==> config.mk <==
export PLATFORM = sky130hd
export DESIGN_NAME = sfb_flash_front
export DESIGN_NICKNAME = d
export VERILOG_FILES = /design/src/hw/sfb_pkg.sv /design/src/hw/sfb_link_if.sv /design/src/hw/sfb_flash_front.sv /design/src/hw/sfb_lane_shifter.sv
export SDC_FILE = /design/constraint.sdc
export NUM_CORES = 1
export LEC_CHECK = 0
export BUFFER_PORTS_ARGS = -buffer_cell sky130_fd_sc_hd__buf_2
export CORE_MARGIN = 1
export CORE_UTILIZATION = 55
export DETAILED_ROUTE_END_ITERATION = 10
export GPL_ROUTABILITY_DRIVEN = 0
export GPL_TIMING_DRIVEN = 0
export PLACE_DENSITY = 0.78
export REMOVE_ABC_BUFFERS = 1
export SLEW_MARGIN = 15
export SYNTH_ARGS = -nofsm -noshare
export SYNTH_HDL_FRONTEND = slang
export SYNTH_HIERARCHICAL = 1
export SYNTH_SLANG_ARGS = --single-unit
==> constraint.sdc <==
create_clock -name clock -period 8.2 [get_ports clock]
set_clock_uncertainty 0.1 [all_clocks]
set_input_delay 0.41 -clock clock [delete_from_list [all_inputs] [get_ports clock]]
set_output_delay 0.41 -clock clock [all_outputs]
set_load 0.1 [all_outputs]
==> src/hw/sfb_pkg.sv <==
package sfb_pkg;

   // ----------------------------------------------------------------
   // Status byte layout
   // ----------------------------------------------------------------
   localparam int                STAT_BUSY_BIT   = 0;
   localparam int                STAT_WEL_BIT    = 1;
   localparam int                STAT_BP_LSB     = 2;
   localparam int                STAT_BP_MSB     = 5;
   localparam int                STAT_QE_BIT     = 6;
   localparam int                STAT_LOCK_BIT   = 7;
   localparam int                BP_WIDTH        = 4;
   localparam logic [7:0]        STATUS_RESET    = 8'h00;
   localparam logic [3:0]        BP_RESET        = 4'h0;

   // ----------------------------------------------------------------
   // Command codes
   // ----------------------------------------------------------------
   localparam logic [7:0]        OP_STATUS_WRITE = 8'h01;
   localparam logic [7:0]        OP_CLEAR_LATCH  = 8'h04;
   localparam logic [7:0]        OP_STATUS_READ  = 8'h05;
   localparam logic [7:0]        OP_SET_LATCH    = 8'h06;
   localparam logic [7:0]        OP_QUAD_ENTER   = 8'h35;
   localparam logic [7:0]        OP_QUAD_EXIT    = 8'hf5;

   // ----------------------------------------------------------------
   // Lanes and address partition
   // ----------------------------------------------------------------
   localparam int                LANE_SI         = 0;
   localparam int                LANE_SO         = 1;
   localparam int                LANE_WP         = 2;
   localparam int                LANE_PAUSE      = 3;
   localparam int                ADDR_BITS       = 24;
   localparam int                ADDR_BYTES      = 3;
   localparam logic [23:0]       ADDR_TOP        = 24'h7fffff;
   localparam int                SECTOR_LSB      = 12;
   localparam int                BLOCK32_LSB     = 15;
   localparam int                BLOCK64_LSB     = 16;
   localparam int                ADDR_MSB_USED   = 22;

   // ----------------------------------------------------------------
   // Timing
   // ----------------------------------------------------------------
   localparam int                CLOCK_MHZ       = 200;
   localparam int                STATUS_WRITE_NS = 2000;
   localparam int                STATUS_WRITE_CYC = (STATUS_WRITE_NS * CLOCK_MHZ + 999) / 1000;

   typedef enum logic [5:0] {
      ST_CMD    = 6'b000001,
      ST_ADDR   = 6'b000010,
      ST_WDATA  = 6'b000100,
      ST_ARMED  = 6'b001000,
      ST_READ   = 6'b010000,
      ST_IGNORE = 6'b100000
   } sfb_state_type;

endpackage : sfb_pkg

==> src/hw/sfb_link_if.sv <==
`timescale 1ns/1ps
interface sfb_link_if;
   logic       sck_rise;
   logic       sck_fall;
   logic       selected;
   logic       frame_end;
   logic [7:0] rx_byte;
   logic       rx_strobe;
   logic       wp_level;
   logic [7:0] tx_byte;
   logic       tx_en;
   logic       quad_mode;
   logic       lanes_wide;

   modport shifter (
      output sck_rise, sck_fall, selected, frame_end, rx_byte, rx_strobe, wp_level,
      input  tx_byte, tx_en, quad_mode, lanes_wide
   );
   modport core (
      input  sck_rise, sck_fall, selected, frame_end, rx_byte, rx_strobe, wp_level,
      output tx_byte, tx_en, quad_mode, lanes_wide
   );
endinterface : sfb_link_if

==> src/hw/sfb_flash_front.sv <==
`timescale 1ns/1ps
module sfb_flash_front
   import sfb_pkg::*;
#(
   parameter int BUSY_CYCLES = STATUS_WRITE_CYC
)(
   input  wire logic                   clock,
   input  wire logic                   rst_n,
   input  wire logic                   sck,
   input  wire logic                   cs_n,
   input  wire logic [3:0]             lane_in,
   output logic      [3:0]             lane_out,
   output logic      [3:0]             lane_oe_n,
   input  wire logic                   array_busy,
   input  wire logic                   array_done,
   output logic                        array_req,
   output logic                        array_allowed,
   output logic      [7:0]             array_cmd,
   output logic      [sfb_pkg::ADDR_BITS-1:0] array_addr,
   output logic      [10:0]            sector_index,
   output logic      [7:0]             block32_index,
   output logic      [6:0]             block64_index,
   output logic      [7:0]             device_status,
   output logic      [sfb_pkg::BP_WIDTH-1:0] protect_level,
   output logic                        quad_lane_enable,
   output logic                        four_lane_command_mode
);
   import sfb_pkg::*;

   initial begin
      if (BUSY_CYCLES < 1 || BUSY_CYCLES > 65535) begin
         $error("BUSY_CYCLES out of range");
      end
   end

   sfb_link_if link ();

   sfb_lane_shifter u_shifter (
      .clock     (clock),
      .rst_n     (rst_n),
      .sck       (sck),
      .cs_n      (cs_n),
      .lane_in   (lane_in),
      .lane_out  (lane_out),
      .lane_oe_n (lane_oe_n),
      .link      (link.shifter)
   );

   sfb_state_type                 state_ff;
   logic [7:0]                    cmd_ff;
   logic [7:0]                    wr_data_ff;
   logic [1:0]                    addr_cnt_ff;
   logic [ADDR_BITS-1:0]          addr_ff;
   logic                          array_req_ff;
   logic                          array_allowed_ff;
   logic                          wel_ff;
   logic                          lock_ff;
   logic                          qe_ff;
   logic [BP_WIDTH-1:0]           bp_ff;
   logic                          quad_cmd_ff;
   logic [15:0]                   busy_cnt_ff;
   logic [7:0]                    status_ff;
   logic                          tx_en_ff;
   logic                          busy;
   logic                          armed_end;
   logic                          status_write_ok;
   logic                          status_done;
   logic                          set_evt;
   logic                          clear_evt;

   // ----------------------------------------------------------------
   // Command sequencing
   // ----------------------------------------------------------------
   always_ff @(posedge clock or negedge rst_n) begin
      if (!rst_n) begin
         state_ff    <= ST_CMD;
         cmd_ff      <= 8'h00;
         wr_data_ff  <= STATUS_RESET;
         addr_cnt_ff <= 2'h0;
         addr_ff     <= '0;
      end else if (!link.selected) begin
         state_ff    <= ST_CMD;
         addr_cnt_ff <= 2'h0;
      end else if (link.rx_strobe) begin
         case (state_ff)
            ST_CMD: begin
               cmd_ff <= link.rx_byte;
               case (link.rx_byte)
                  OP_STATUS_READ:  state_ff <= ST_READ;
                  OP_STATUS_WRITE: state_ff <= ST_WDATA;
                  OP_SET_LATCH,
                  OP_CLEAR_LATCH,
                  OP_QUAD_ENTER,
                  OP_QUAD_EXIT:    state_ff <= ST_ARMED;
                  default:         state_ff <= ST_ADDR;
               endcase
            end
            ST_WDATA: begin
               wr_data_ff <= link.rx_byte;
               state_ff   <= ST_ARMED;
            end
            ST_ADDR: begin
               addr_ff     <= {addr_ff[ADDR_BITS-9:0], link.rx_byte};
               addr_cnt_ff <= addr_cnt_ff + 2'h1;
               if (addr_cnt_ff == 2'(ADDR_BYTES - 1)) begin
                  state_ff <= ST_IGNORE;
               end
            end
            ST_READ:   state_ff <= ST_READ;
            ST_ARMED:  state_ff <= ST_IGNORE;
            ST_IGNORE: state_ff <= ST_IGNORE;
            default:   state_ff <= ST_IGNORE;
         endcase
      end
   end

   // Address phase done: hand the command to the array engine
   always_ff @(posedge clock or negedge rst_n) begin
      if (!rst_n) begin
         array_req_ff     <= 1'b0;
         array_allowed_ff <= 1'b0;
      end else begin
         array_req_ff <= link.selected && link.rx_strobe && state_ff == ST_ADDR
                         && addr_cnt_ff == 2'(ADDR_BYTES - 1);
         if (link.selected && link.rx_strobe && state_ff == ST_ADDR) begin
            array_allowed_ff <= !busy && wel_ff;
         end
      end
   end

   // ----------------------------------------------------------------
   // Commands executed when chip select rises
   // ----------------------------------------------------------------
   assign armed_end       = link.frame_end && state_ff == ST_ARMED;
   // Lock only bites while the protect pin is low
   assign status_write_ok = armed_end && cmd_ff == OP_STATUS_WRITE && !busy && wel_ff
                            && !(lock_ff && !link.wp_level);
   assign set_evt         = armed_end && cmd_ff == OP_SET_LATCH;
   assign clear_evt       = armed_end && cmd_ff == OP_CLEAR_LATCH;
   assign status_done     = busy_cnt_ff == 16'h0001;
   assign busy            = busy_cnt_ff != 16'h0000 || array_busy;

   // Nonvolatile cells sit behind these; reset restores factory zero
   always_ff @(posedge clock or negedge rst_n) begin
      if (!rst_n) begin
         lock_ff <= 1'b0;
         qe_ff   <= 1'b0;
         bp_ff   <= BP_RESET;
      end else if (status_write_ok) begin
         lock_ff <= wr_data_ff[STAT_LOCK_BIT];
         qe_ff   <= wr_data_ff[STAT_QE_BIT];
         bp_ff   <= wr_data_ff[STAT_BP_MSB:STAT_BP_LSB];
      end
   end

   always_ff @(posedge clock or negedge rst_n) begin
      if (!rst_n) begin
         busy_cnt_ff <= 16'h0000;
      end else if (status_write_ok) begin
         busy_cnt_ff <= 16'(BUSY_CYCLES);
      end else if (busy_cnt_ff != 16'h0000) begin
         busy_cnt_ff <= busy_cnt_ff - 16'h0001;
      end
   end

   // Set wins if it lands with a completion; status data bit 1 is unused
   always_ff @(posedge clock or negedge rst_n) begin
      if (!rst_n) begin
         wel_ff <= 1'b0;
      end else if (set_evt) begin
         wel_ff <= 1'b1;
      end else if (clear_evt || status_done || array_done) begin
         wel_ff <= 1'b0;
      end
   end

   // Four-lane command mode needs the quad enable bit first
   always_ff @(posedge clock or negedge rst_n) begin
      if (!rst_n) begin
         quad_cmd_ff <= 1'b0;
      end else if (armed_end && cmd_ff == OP_QUAD_ENTER && qe_ff) begin
         quad_cmd_ff <= 1'b1;
      end else if (armed_end && cmd_ff == OP_QUAD_EXIT) begin
         quad_cmd_ff <= 1'b0;
      end
   end

   // ----------------------------------------------------------------
   // Status byte and read-out
   // ----------------------------------------------------------------
   always_ff @(posedge clock or negedge rst_n) begin
      if (!rst_n) begin
         status_ff <= STATUS_RESET;
      end else begin
         status_ff[STAT_LOCK_BIT]             <= lock_ff;
         status_ff[STAT_QE_BIT]               <= qe_ff;
         status_ff[STAT_BP_MSB:STAT_BP_LSB]   <= bp_ff;
         status_ff[STAT_WEL_BIT]              <= wel_ff;
         status_ff[STAT_BUSY_BIT]             <= busy;
      end
   end

   always_ff @(posedge clock or negedge rst_n) begin
      if (!rst_n) begin
         tx_en_ff <= 1'b0;
      end else begin
         tx_en_ff <= link.selected && (state_ff == ST_READ);
      end
   end

   assign link.tx_byte    = status_ff;
   assign link.tx_en      = tx_en_ff;
   assign link.quad_mode  = quad_cmd_ff;
   assign link.lanes_wide = qe_ff;

   // ----------------------------------------------------------------
   // Outputs and address partition
   // ----------------------------------------------------------------
   assign array_req              = array_req_ff;
   assign array_allowed          = array_allowed_ff;
   assign array_cmd              = cmd_ff;
   assign array_addr             = addr_ff & ADDR_TOP;
   assign sector_index           = addr_ff[ADDR_MSB_USED:SECTOR_LSB];
   assign block32_index          = addr_ff[ADDR_MSB_USED:BLOCK32_LSB];
   assign block64_index          = addr_ff[ADDR_MSB_USED:BLOCK64_LSB];
   assign device_status          = status_ff;
   assign protect_level          = bp_ff;
   assign quad_lane_enable       = qe_ff;
   assign four_lane_command_mode = quad_cmd_ff;

endmodule : sfb_flash_front

==> src/hw/sfb_lane_shifter.sv <==
`timescale 1ns/1ps
module sfb_lane_shifter
   import sfb_pkg::*;
(
   input  wire logic       clock,
   input  wire logic       rst_n,
   input  wire logic       sck,
   input  wire logic       cs_n,
   input  wire logic [3:0] lane_in,
   output logic      [3:0] lane_out,
   output logic      [3:0] lane_oe_n,
   sfb_link_if.shifter     link
);
   import sfb_pkg::*;

   logic [1:0] sck_sync_ff;
   logic [1:0] cs_sync_ff;
   logic [3:0] lane_s1_ff;
   logic [3:0] lane_s2_ff;
   logic       sck_prev_ff;
   logic       sel_prev_ff;
   logic [2:0] rx_cnt_ff;
   logic [7:0] rx_shift_ff;
   logic [7:0] rx_byte_ff;
   logic       rx_strobe_ff;
   logic [2:0] tx_idx_ff;
   logic [7:0] tx_hold_ff;
   logic [3:0] lane_out_ff;
   logic [3:0] lane_oe_n_ff;
   logic       hold;
   logic       sel;
   logic [7:0] nxt_rx_shift;
   logic [2:0] nxt_rx_cnt;
   logic [7:0] tx_cur;

   // ----------------------------------------------------------------
   // Pin synchronisers
   // ----------------------------------------------------------------
   always_ff @(posedge clock or negedge rst_n) begin
      if (!rst_n) begin
         sck_sync_ff <= 2'h0;
         cs_sync_ff  <= 2'h3;
         lane_s1_ff  <= 4'hf;
         lane_s2_ff  <= 4'hf;
      end else begin
         sck_sync_ff <= {sck_sync_ff[0], sck};
         cs_sync_ff  <= {cs_sync_ff[0], cs_n};
         lane_s1_ff  <= lane_in;
         lane_s2_ff  <= lane_s1_ff;
      end
   end

   always_ff @(posedge clock or negedge rst_n) begin
      if (!rst_n) begin
         sck_prev_ff <= 1'b0;
         sel_prev_ff <= 1'b0;
      end else begin
         sck_prev_ff <= sck_sync_ff[1];
         sel_prev_ff <= sel;
      end
   end

   assign sel            = !cs_sync_ff[1];
   // Pause pin only counts while it is not a data lane
   assign hold           = sel && !link.lanes_wide && !link.quad_mode && !lane_s2_ff[LANE_PAUSE];
   // Either idle level works: only edges inside the frame are used
   assign link.sck_rise  = sel && !hold && sck_sync_ff[1] && !sck_prev_ff;
   assign link.sck_fall  = sel && !hold && !sck_sync_ff[1] && sck_prev_ff;
   assign link.selected  = sel;
   assign link.frame_end = sel_prev_ff && !sel;
   assign link.rx_byte   = rx_byte_ff;
   assign link.rx_strobe = rx_strobe_ff;
   assign link.wp_level  = link.lanes_wide ? 1'b1 : lane_s2_ff[LANE_WP];

   // ----------------------------------------------------------------
   // Receive
   // ----------------------------------------------------------------
   always_comb begin
      if (link.quad_mode) begin
         nxt_rx_shift = {rx_shift_ff[3:0], lane_s2_ff};
         nxt_rx_cnt   = rx_cnt_ff + 3'h4;
      end else begin
         nxt_rx_shift = {rx_shift_ff[6:0], lane_s2_ff[LANE_SI]};
         nxt_rx_cnt   = rx_cnt_ff + 3'h1;
      end
   end

   always_ff @(posedge clock or negedge rst_n) begin
      if (!rst_n) begin
         rx_cnt_ff    <= 3'h0;
         rx_shift_ff  <= 8'h00;
         rx_byte_ff   <= 8'h00;
         rx_strobe_ff <= 1'b0;
      end else begin
         rx_strobe_ff <= 1'b0;
         if (!sel) begin
            rx_cnt_ff <= 3'h0;
         end else if (link.sck_rise) begin
            rx_shift_ff <= nxt_rx_shift;
            rx_cnt_ff   <= nxt_rx_cnt;
            if (nxt_rx_cnt == 3'h0) begin
               rx_byte_ff   <= nxt_rx_shift;
               rx_strobe_ff <= 1'b1;
            end
         end
      end
   end

   // ----------------------------------------------------------------
   // Transmit, byte latched at its first bit so it never tears
   // ----------------------------------------------------------------
   assign tx_cur = (tx_idx_ff == 3'h7) ? link.tx_byte : tx_hold_ff;

   always_ff @(posedge clock or negedge rst_n) begin
      if (!rst_n) begin
         tx_idx_ff   <= 3'h7;
         tx_hold_ff  <= 8'h00;
         lane_out_ff <= 4'h0;
      end else if (!sel || !link.tx_en) begin
         tx_idx_ff <= 3'h7;
      end else if (link.sck_fall) begin
         if (tx_idx_ff == 3'h7) begin
            tx_hold_ff <= link.tx_byte;
         end
         if (link.quad_mode) begin
            lane_out_ff <= tx_idx_ff[2] ? tx_cur[7:4] : tx_cur[3:0];
            tx_idx_ff   <= tx_idx_ff - 3'h4;
         end else begin
            lane_out_ff[LANE_SO] <= tx_cur[tx_idx_ff];
            tx_idx_ff            <= tx_idx_ff - 3'h1;
         end
      end
   end

   always_ff @(posedge clock or negedge rst_n) begin
      if (!rst_n) begin
         lane_oe_n_ff <= 4'hf;
      end else if (sel && link.tx_en && !hold) begin
         lane_oe_n_ff <= link.quad_mode ? 4'h0 : 4'hd;
      end else begin
         lane_oe_n_ff <= 4'hf;
      end
   end

   assign lane_out  = lane_out_ff;
   assign lane_oe_n = lane_oe_n_ff;

endmodule : sfb_lane_shifter

# --- Yosys cells after proc, flatten, opt, wreduce, memory -nomap -nowiden ---
# Cells that the tools add are included.
word_totals:
  regBits: 134
  input_bits: 10
  out_inout_bits: 82
classes:
  add_sub_neg: 6
  magnitude_cmp: 1
  n_eq_ne: 20
  muxes: 32
  bitwise_logic: 2
  n_reduce_logical: 61
ops:
  columns: ["cell", "n"]
  rows:
  - ["8-bit by 3-bit == test with 1-bit output, second input constant", 5]
  - ["16-bit 2-to-1 mux", 2]
  - ["1-bit logical AND", 27]
  - ["6-bit one-hot mux with 4 select lines", 1]
  - ["3-bit 2-to-1 mux", 6]
  - ["6-bit 2-to-1 mux", 3]
  - ["16-bit by 1-bit == test with 1-bit output, second input constant", 1]
  - ["8-bit by 1-bit == test with 1-bit output, second input constant", 2]
  - ["8-bit by 6-bit == test with 1-bit output, second input constant", 2]
  - ["8-bit == test, second input constant", 2]
  - ["8-bit 2-to-1 mux", 2]
  - ["16-bit nonzero test", 1]
  - ["16-bit by 1-bit subtractor with 16-bit output, second input constant", 1]
  - ["5-bit one-hot mux with 3 select lines", 1]
  - ["3-bit AND reduction", 5]
  - ["2-bit nonzero test", 7]
  - ["4-bit 2-to-1 mux", 3]
  - ["1-bit zero test", 11]
  - ["1-bit 2-to-1 mux", 10]
  - ["2-bit AND reduction", 4]
  - ["6-bit by 1-bit == test with 1-bit output, second input constant", 1]
  - ["6-bit by 2-bit == test with 1-bit output, second input constant", 1]
  - ["6-bit by 3-bit == test with 1-bit output, second input constant", 1]
  - ["6-bit by 4-bit == test with 1-bit output, second input constant", 1]
  - ["other kinds (16)", 22]

# --- Logic depth before layout (Yosys ltp) ---
depth:
  ltp_word: 10
  ltp_mapped: 9
  mapped_depth_nobuf: 6

# --- Modules after synthesis ---
# The synthesis kept the hierarchy.
by_module_without_submodules:
  columns: ["module", "n_inst", "cells_per_inst", "area_each_um2", "seq_area_each_um2"]
  rows:
  - ["sfb_flash_front", 1, 292, 3668.5, 2003.2]
  - ["sfb_lane_shifter", 1, 163, 2118.3, 1270.0]

# --- Worst setup path before layout ---
# No wires, ideal clock.
synth_timing:
  path_type: "register to register"
  start: "register busy_cnt_ff[0]"
  end: "register qe_ff, in the netlist quad_lane_enable"
  setup_ns: 0.127
  arrival_ns: 2.523
  t_required_ns: 7.973
  setup_slack_ns: 5.450
  stages_incl_launch_ff: 10
  path_buffers: 3
  cell_sequence: "dfrtp_1 inv_1 ha_1 or3b_2 clkbuf_1 or4_4 buf_6 nor4_4 buf_6 mux2_4"
synth_via:
  elab_chain_cells: 6
synth_lines:
  columns: ["element", "line_no", "source"]
  rows:
  - ["start, declared", "sfb_flash_front.sv:61", "logic [15:0] busy_cnt_ff;"]
  - ["start signal, assigned", "sfb_flash_front.sv:160", "busy_cnt_ff <= 16'(BUSY_CYCLES);"]
  - ["start signal, assigned", "sfb_flash_front.sv:162", "busy_cnt_ff <= busy_cnt_ff - 16'h0001;"]
  - ["16-bit nonzero test", "sfb_flash_front.sv:141", "assign busy = busy_cnt_ff != 16'h0000 || array_busy;"]
  - ["1-bit logical OR", "sfb_flash_front.sv:141", null]
  - ["1-bit zero test", "sfb_flash_front.sv:136", "assign status_write_ok = armed_end && cmd_ff == OP_STATUS_WRITE && !busy && wel_ff"]
  - ["1-bit logical AND (2 in a row)", "sfb_flash_front.sv:136", null]
  - ["1-bit logical AND", "sfb_flash_front.sv:137", "&& !(lock_ff && !link.wp_level);"]
  - ["end signal, assigned", "sfb_flash_front.sv:151", "qe_ff <= wr_data_ff[STAT_QE_BIT];"]
  - ["end, declared", "sfb_flash_front.sv:58", "logic qe_ff;"]
# No other way between the ends.
# A chain may end at the register's enable or synchronous reset.

# --- Worst setup path in the final report ---
layout_timing:
  start: "register busy_cnt_ff[1]"
  end: "register bp_ff[0], in the netlist protect_level[0]"
layout_via:
  elab_chain_cells: 6
layout_lines:
  columns: ["element", "line_no", "source"]
  rows:
  - ["16-bit nonzero test", "sfb_flash_front.sv:141", null]
  - ["1-bit logical OR", "sfb_flash_front.sv:141", null]
  - ["1-bit zero test", "sfb_flash_front.sv:136", null]
  - ["1-bit logical AND (2 in a row)", "sfb_flash_front.sv:136", null]
  - ["1-bit logical AND", "sfb_flash_front.sv:137", null]
  - ["end signal, assigned", "sfb_flash_front.sv:152", "bp_ff <= wr_data_ff[STAT_BP_MSB:STAT_BP_LSB];"]
  - ["end, declared", "sfb_flash_front.sv:59", "logic [BP_WIDTH-1:0] bp_ff;"]
# No other way between the ends.

==> run summary <==
## Clocking
* **TritonCTS Sinks** 130
* **Clock Latency Late Sink** 0.51 ns
* **post-CTS setup buffer count** 0
* **Root Driver** sky130_fd_sc_hd__clkbuf_8
* **post-CTS clock slew at the launch and capture registers of the worst setup and hold paths** 0.06 ns
* **H-tree levels** 4
* **CTS tree** built
* **clk buf depth** 2
* **cts repair resizes** 0
* **clock buffer count from CTS** 17

## Hold path
* **worst hold path class** input pin to register
* **hold wc startpoint** array_done

## Global route
* **via count of the first global-routing pass** 3586
* **first-pass GRT wire length** 18000 um
* **antenna violations before repair** 0
* **aggregate global-route resource usage** 21.3%
* **maximum number of pins on one net before global-route repair** 91
* **Remaining Overflow, GRT** 0

## Timing
* **Tcrit/Tclk final** 38.5%
* **setup TNS after final layout** 0 ns
* **RSZ-0062 raised after global routing** false
* **final hold violations** 0
* **maximum clock frequency** 316 MHz
* **setup violation total in the final timing report** 0
* **Period minus WS final** 3.16 ns
* **slew of the pin with the lowest slew margin** 0.907 ns
* **slew margin rel.** 39.1%
* **Pins Over Slew Limit** 0

## Placed design
* **total of buffers placed on input and output ports** 90
* **instance area after placement** 6160 um2
* **DPL Wire Length** 7370 um

## Die
* **Die Wd** 105 um
* **Rows** 37
* **initial cell density of the core** 56.3%
* **Die Span Y** 105 um
* **die area** 10900 um2
* **I/O pin count** 92
* **total core area** 10300 um2

## Worst setup path
* **endpoint required time on the critical path** 8.49 ns
* **Crit Path Category** register to register
* **list of cells traversed by the critical path** inv_1 -> ha_1 -> or3b_2 -> or4_4 -> nor4_4 -> mux2_4
* **slowest stage cell, crit path** sky130_fd_sc_hd__nor4_4
* **Critical Path Max Stage Delay** 0.84 ns
* **type of origin of the critical path** register
* **Critical path origin** busy_cnt_ff[1]$_DFFE_PN0P_
* **CP Capture Type** register
* **worst-path maximum fanout** 11
* **Worst R2R Start** busy_cnt_ff[1]$_DFFE_PN0P_
* **data arrival time at the worst-slack endpoint** 3.45 ns

## Synthesis
* **mean cell area of the mapped netlist** 12.7 um2
* **Post-Syn Instances** 454
* **cell area after synthesis** 5780 um2
* **count of yosys warnings during synthesis** 6

## Route
* **initial drt markers** 143
* **via count** 3722
* **antenna viol nets, final** 0
* **detailed-routing iteration count for the pre-antenna-repair pass** 6
* **post-route DRC violation count** 0
* **detailed-route wire length per cell** 16.1 um
* **WL final** 10900 um
* **detail-routed via count per cell** 5.50

## Cells and area
* **final antenna diode count** 0
* **area delta synth->final** 18.3%
* **FILL cells** 787
* **nets** 544
* **Non-Filler Cell Area, Final** 6840 um2
* **share of final-layout standard cells stronger than drive strength 1** 42.0%

## Power
* **standby leakage power** 0.00348 uW
* **Design Power** 1460 uW
* **power density of the placed cells** 214 nW/um2
* **worst voltage drop across the vdd grid** 0.216 mV

## Outcome
* **result of the run** finished, final reports clean

## Job
* **maximum capacitance violations** 0

-- path summary, 6_finish.rpt --
kind | cells after the start | endpoint | slack [ns]
max | 6 | protect_level[0]$_DFFE_PN0P_ | 5.04
min | 3 | wel_ff$_DFFE_PN0P_ | 0.24
max reg2reg | 6 | protect_level[0]$_DFFE_PN0P_ | 5.04
min reg2reg | 0 | u_shifter/lane_s2_ff[0]$_DFF_PN1_ | 0.25
max in group asynchronous | 3 | u_shifter/lane_s1_ff[0]$_DFF_PN1_ | 6.94
min in group asynchronous | 2 | u_shifter/lane_out[3]$_DFFE_PN0P_ | 0.27
-- routing by layer --
layer	vias to the layer above	routed length [um]	global-route usage, %
li1	1739	-	-
met1	1868	4820	27.1
met2	96	5480	34.5
met3	19	347	4.99
met4	0	250	10.1
met5	-	0	0
-- cells in the final DEF (no fill, tap or decap), types with 3 or more instances in the layout --
master and instances:
sky130_fd_sc_hd__a211oi_1 3, sky130_fd_sc_hd__a21oi_1 5, sky130_fd_sc_hd__a31oi_1 3, sky130_fd_sc_hd__and2_1 4, sky130_fd_sc_hd__and3_1 3, sky130_fd_sc_hd__buf_2 90
sky130_fd_sc_hd__buf_6 3, sky130_fd_sc_hd__bufinv_16 3, sky130_fd_sc_hd__clkbuf_16 16, sky130_fd_sc_hd__clkbuf_8 3, sky130_fd_sc_hd__clkinv_2 4, sky130_fd_sc_hd__clkinv_4 5
sky130_fd_sc_hd__dfrtp_1 114, sky130_fd_sc_hd__dfstp_2 16, sky130_fd_sc_hd__dlygate4sd3_1 8, sky130_fd_sc_hd__ha_1 6, sky130_fd_sc_hd__inv_1 13, sky130_fd_sc_hd__mux2_2 60
sky130_fd_sc_hd__mux2_4 7, sky130_fd_sc_hd__mux2i_1 9, sky130_fd_sc_hd__nand2_1 20, sky130_fd_sc_hd__nand2b_1 6, sky130_fd_sc_hd__nand3b_1 3, sky130_fd_sc_hd__nand4b_1 4
sky130_fd_sc_hd__nor2_1 17, sky130_fd_sc_hd__nor2b_1 4, sky130_fd_sc_hd__nor3_1 6, sky130_fd_sc_hd__nor3b_1 4, sky130_fd_sc_hd__nor4_1 12, sky130_fd_sc_hd__o21ai_0 17
sky130_fd_sc_hd__o31ai_1 3, sky130_fd_sc_hd__or3b_2 4, sky130_fd_sc_hd__or4_1 5, sky130_fd_sc_hd__xnor2_1 8, sky130_fd_sc_hd__xor2_1 8
-- layout make-up --
| cell class | count | area [um2] | area share (%) |
|---|---|---|---|
| Sequential cell | 130 | 3270 | 47.9 |
| Tap cell | 136 | 170 | 2.49 |
| Inverter | 14 | 57.6 | 0.841 |
| Clock inverter | 13 | 160 | 2.34 |
| Clock buffer | 19 | 442 | 6.46 |
| Timing Repair Buffer | 102 | 592 | 8.65 |
| Multi-Input combinational cell | 263 | 2150 | 31.4 |
-- worst max-delay path, delay by kind of cell, from the launching register on --
kind                       cells  cell delay (ns)
and+or+nand+nor                3             1.88
DFF                            1             0.42
muxes                          1             0.35
adders and majority gates      1             0.19
buffers and inverters          1             0.10
-- repair_timing --
action	CTS	global route
setup endpoints to repair	0	0
hold buffers	8	0
endpoints found under the hold margin	47	0
-- sequential cells by signal (all words and copies together) (netlist names), 6 cells and up --
register and flops:
device_status 8, u_shifter/rx_shift_ff 7, state_ff 6, u_shifter/tx_hold_ff 8, addr_ff 23, u_shifter/link.rx_byte 8, busy_cnt_ff 16, array_cmd 8
wr_data_ff 6
-- stage by stage --
| stage | instances | utilization (%) | hold WS, ns | worst slack [ns] |
|---|---|---|---|---|
| 2_1_floorplan | 407 | - | 0.0144 | 4.88 |
| 3_3_place_gp | 633 | 59.2 | 0.243 | 4.56 |
| 3_5_place_dp | 637 | 59.9 | 0.247 | 5.07 |
| 4_1_cts | 677 | 66.6 | 0.220 | 5.04 |
| 5_1_grt | 677 | 66.6 | 0.244 | 4.91 |
| 6_report | 677 | 66.6 | 0.237 | 5.04 |
-- where the power goes --
group,internal (uW),switching (uW),leakage [uW]
Clock,478,270,0.000294
Combinational,17.2,29.2,0.00147
Sequential,656,10.7,0.00172
(Power assumes the default switching activity.)
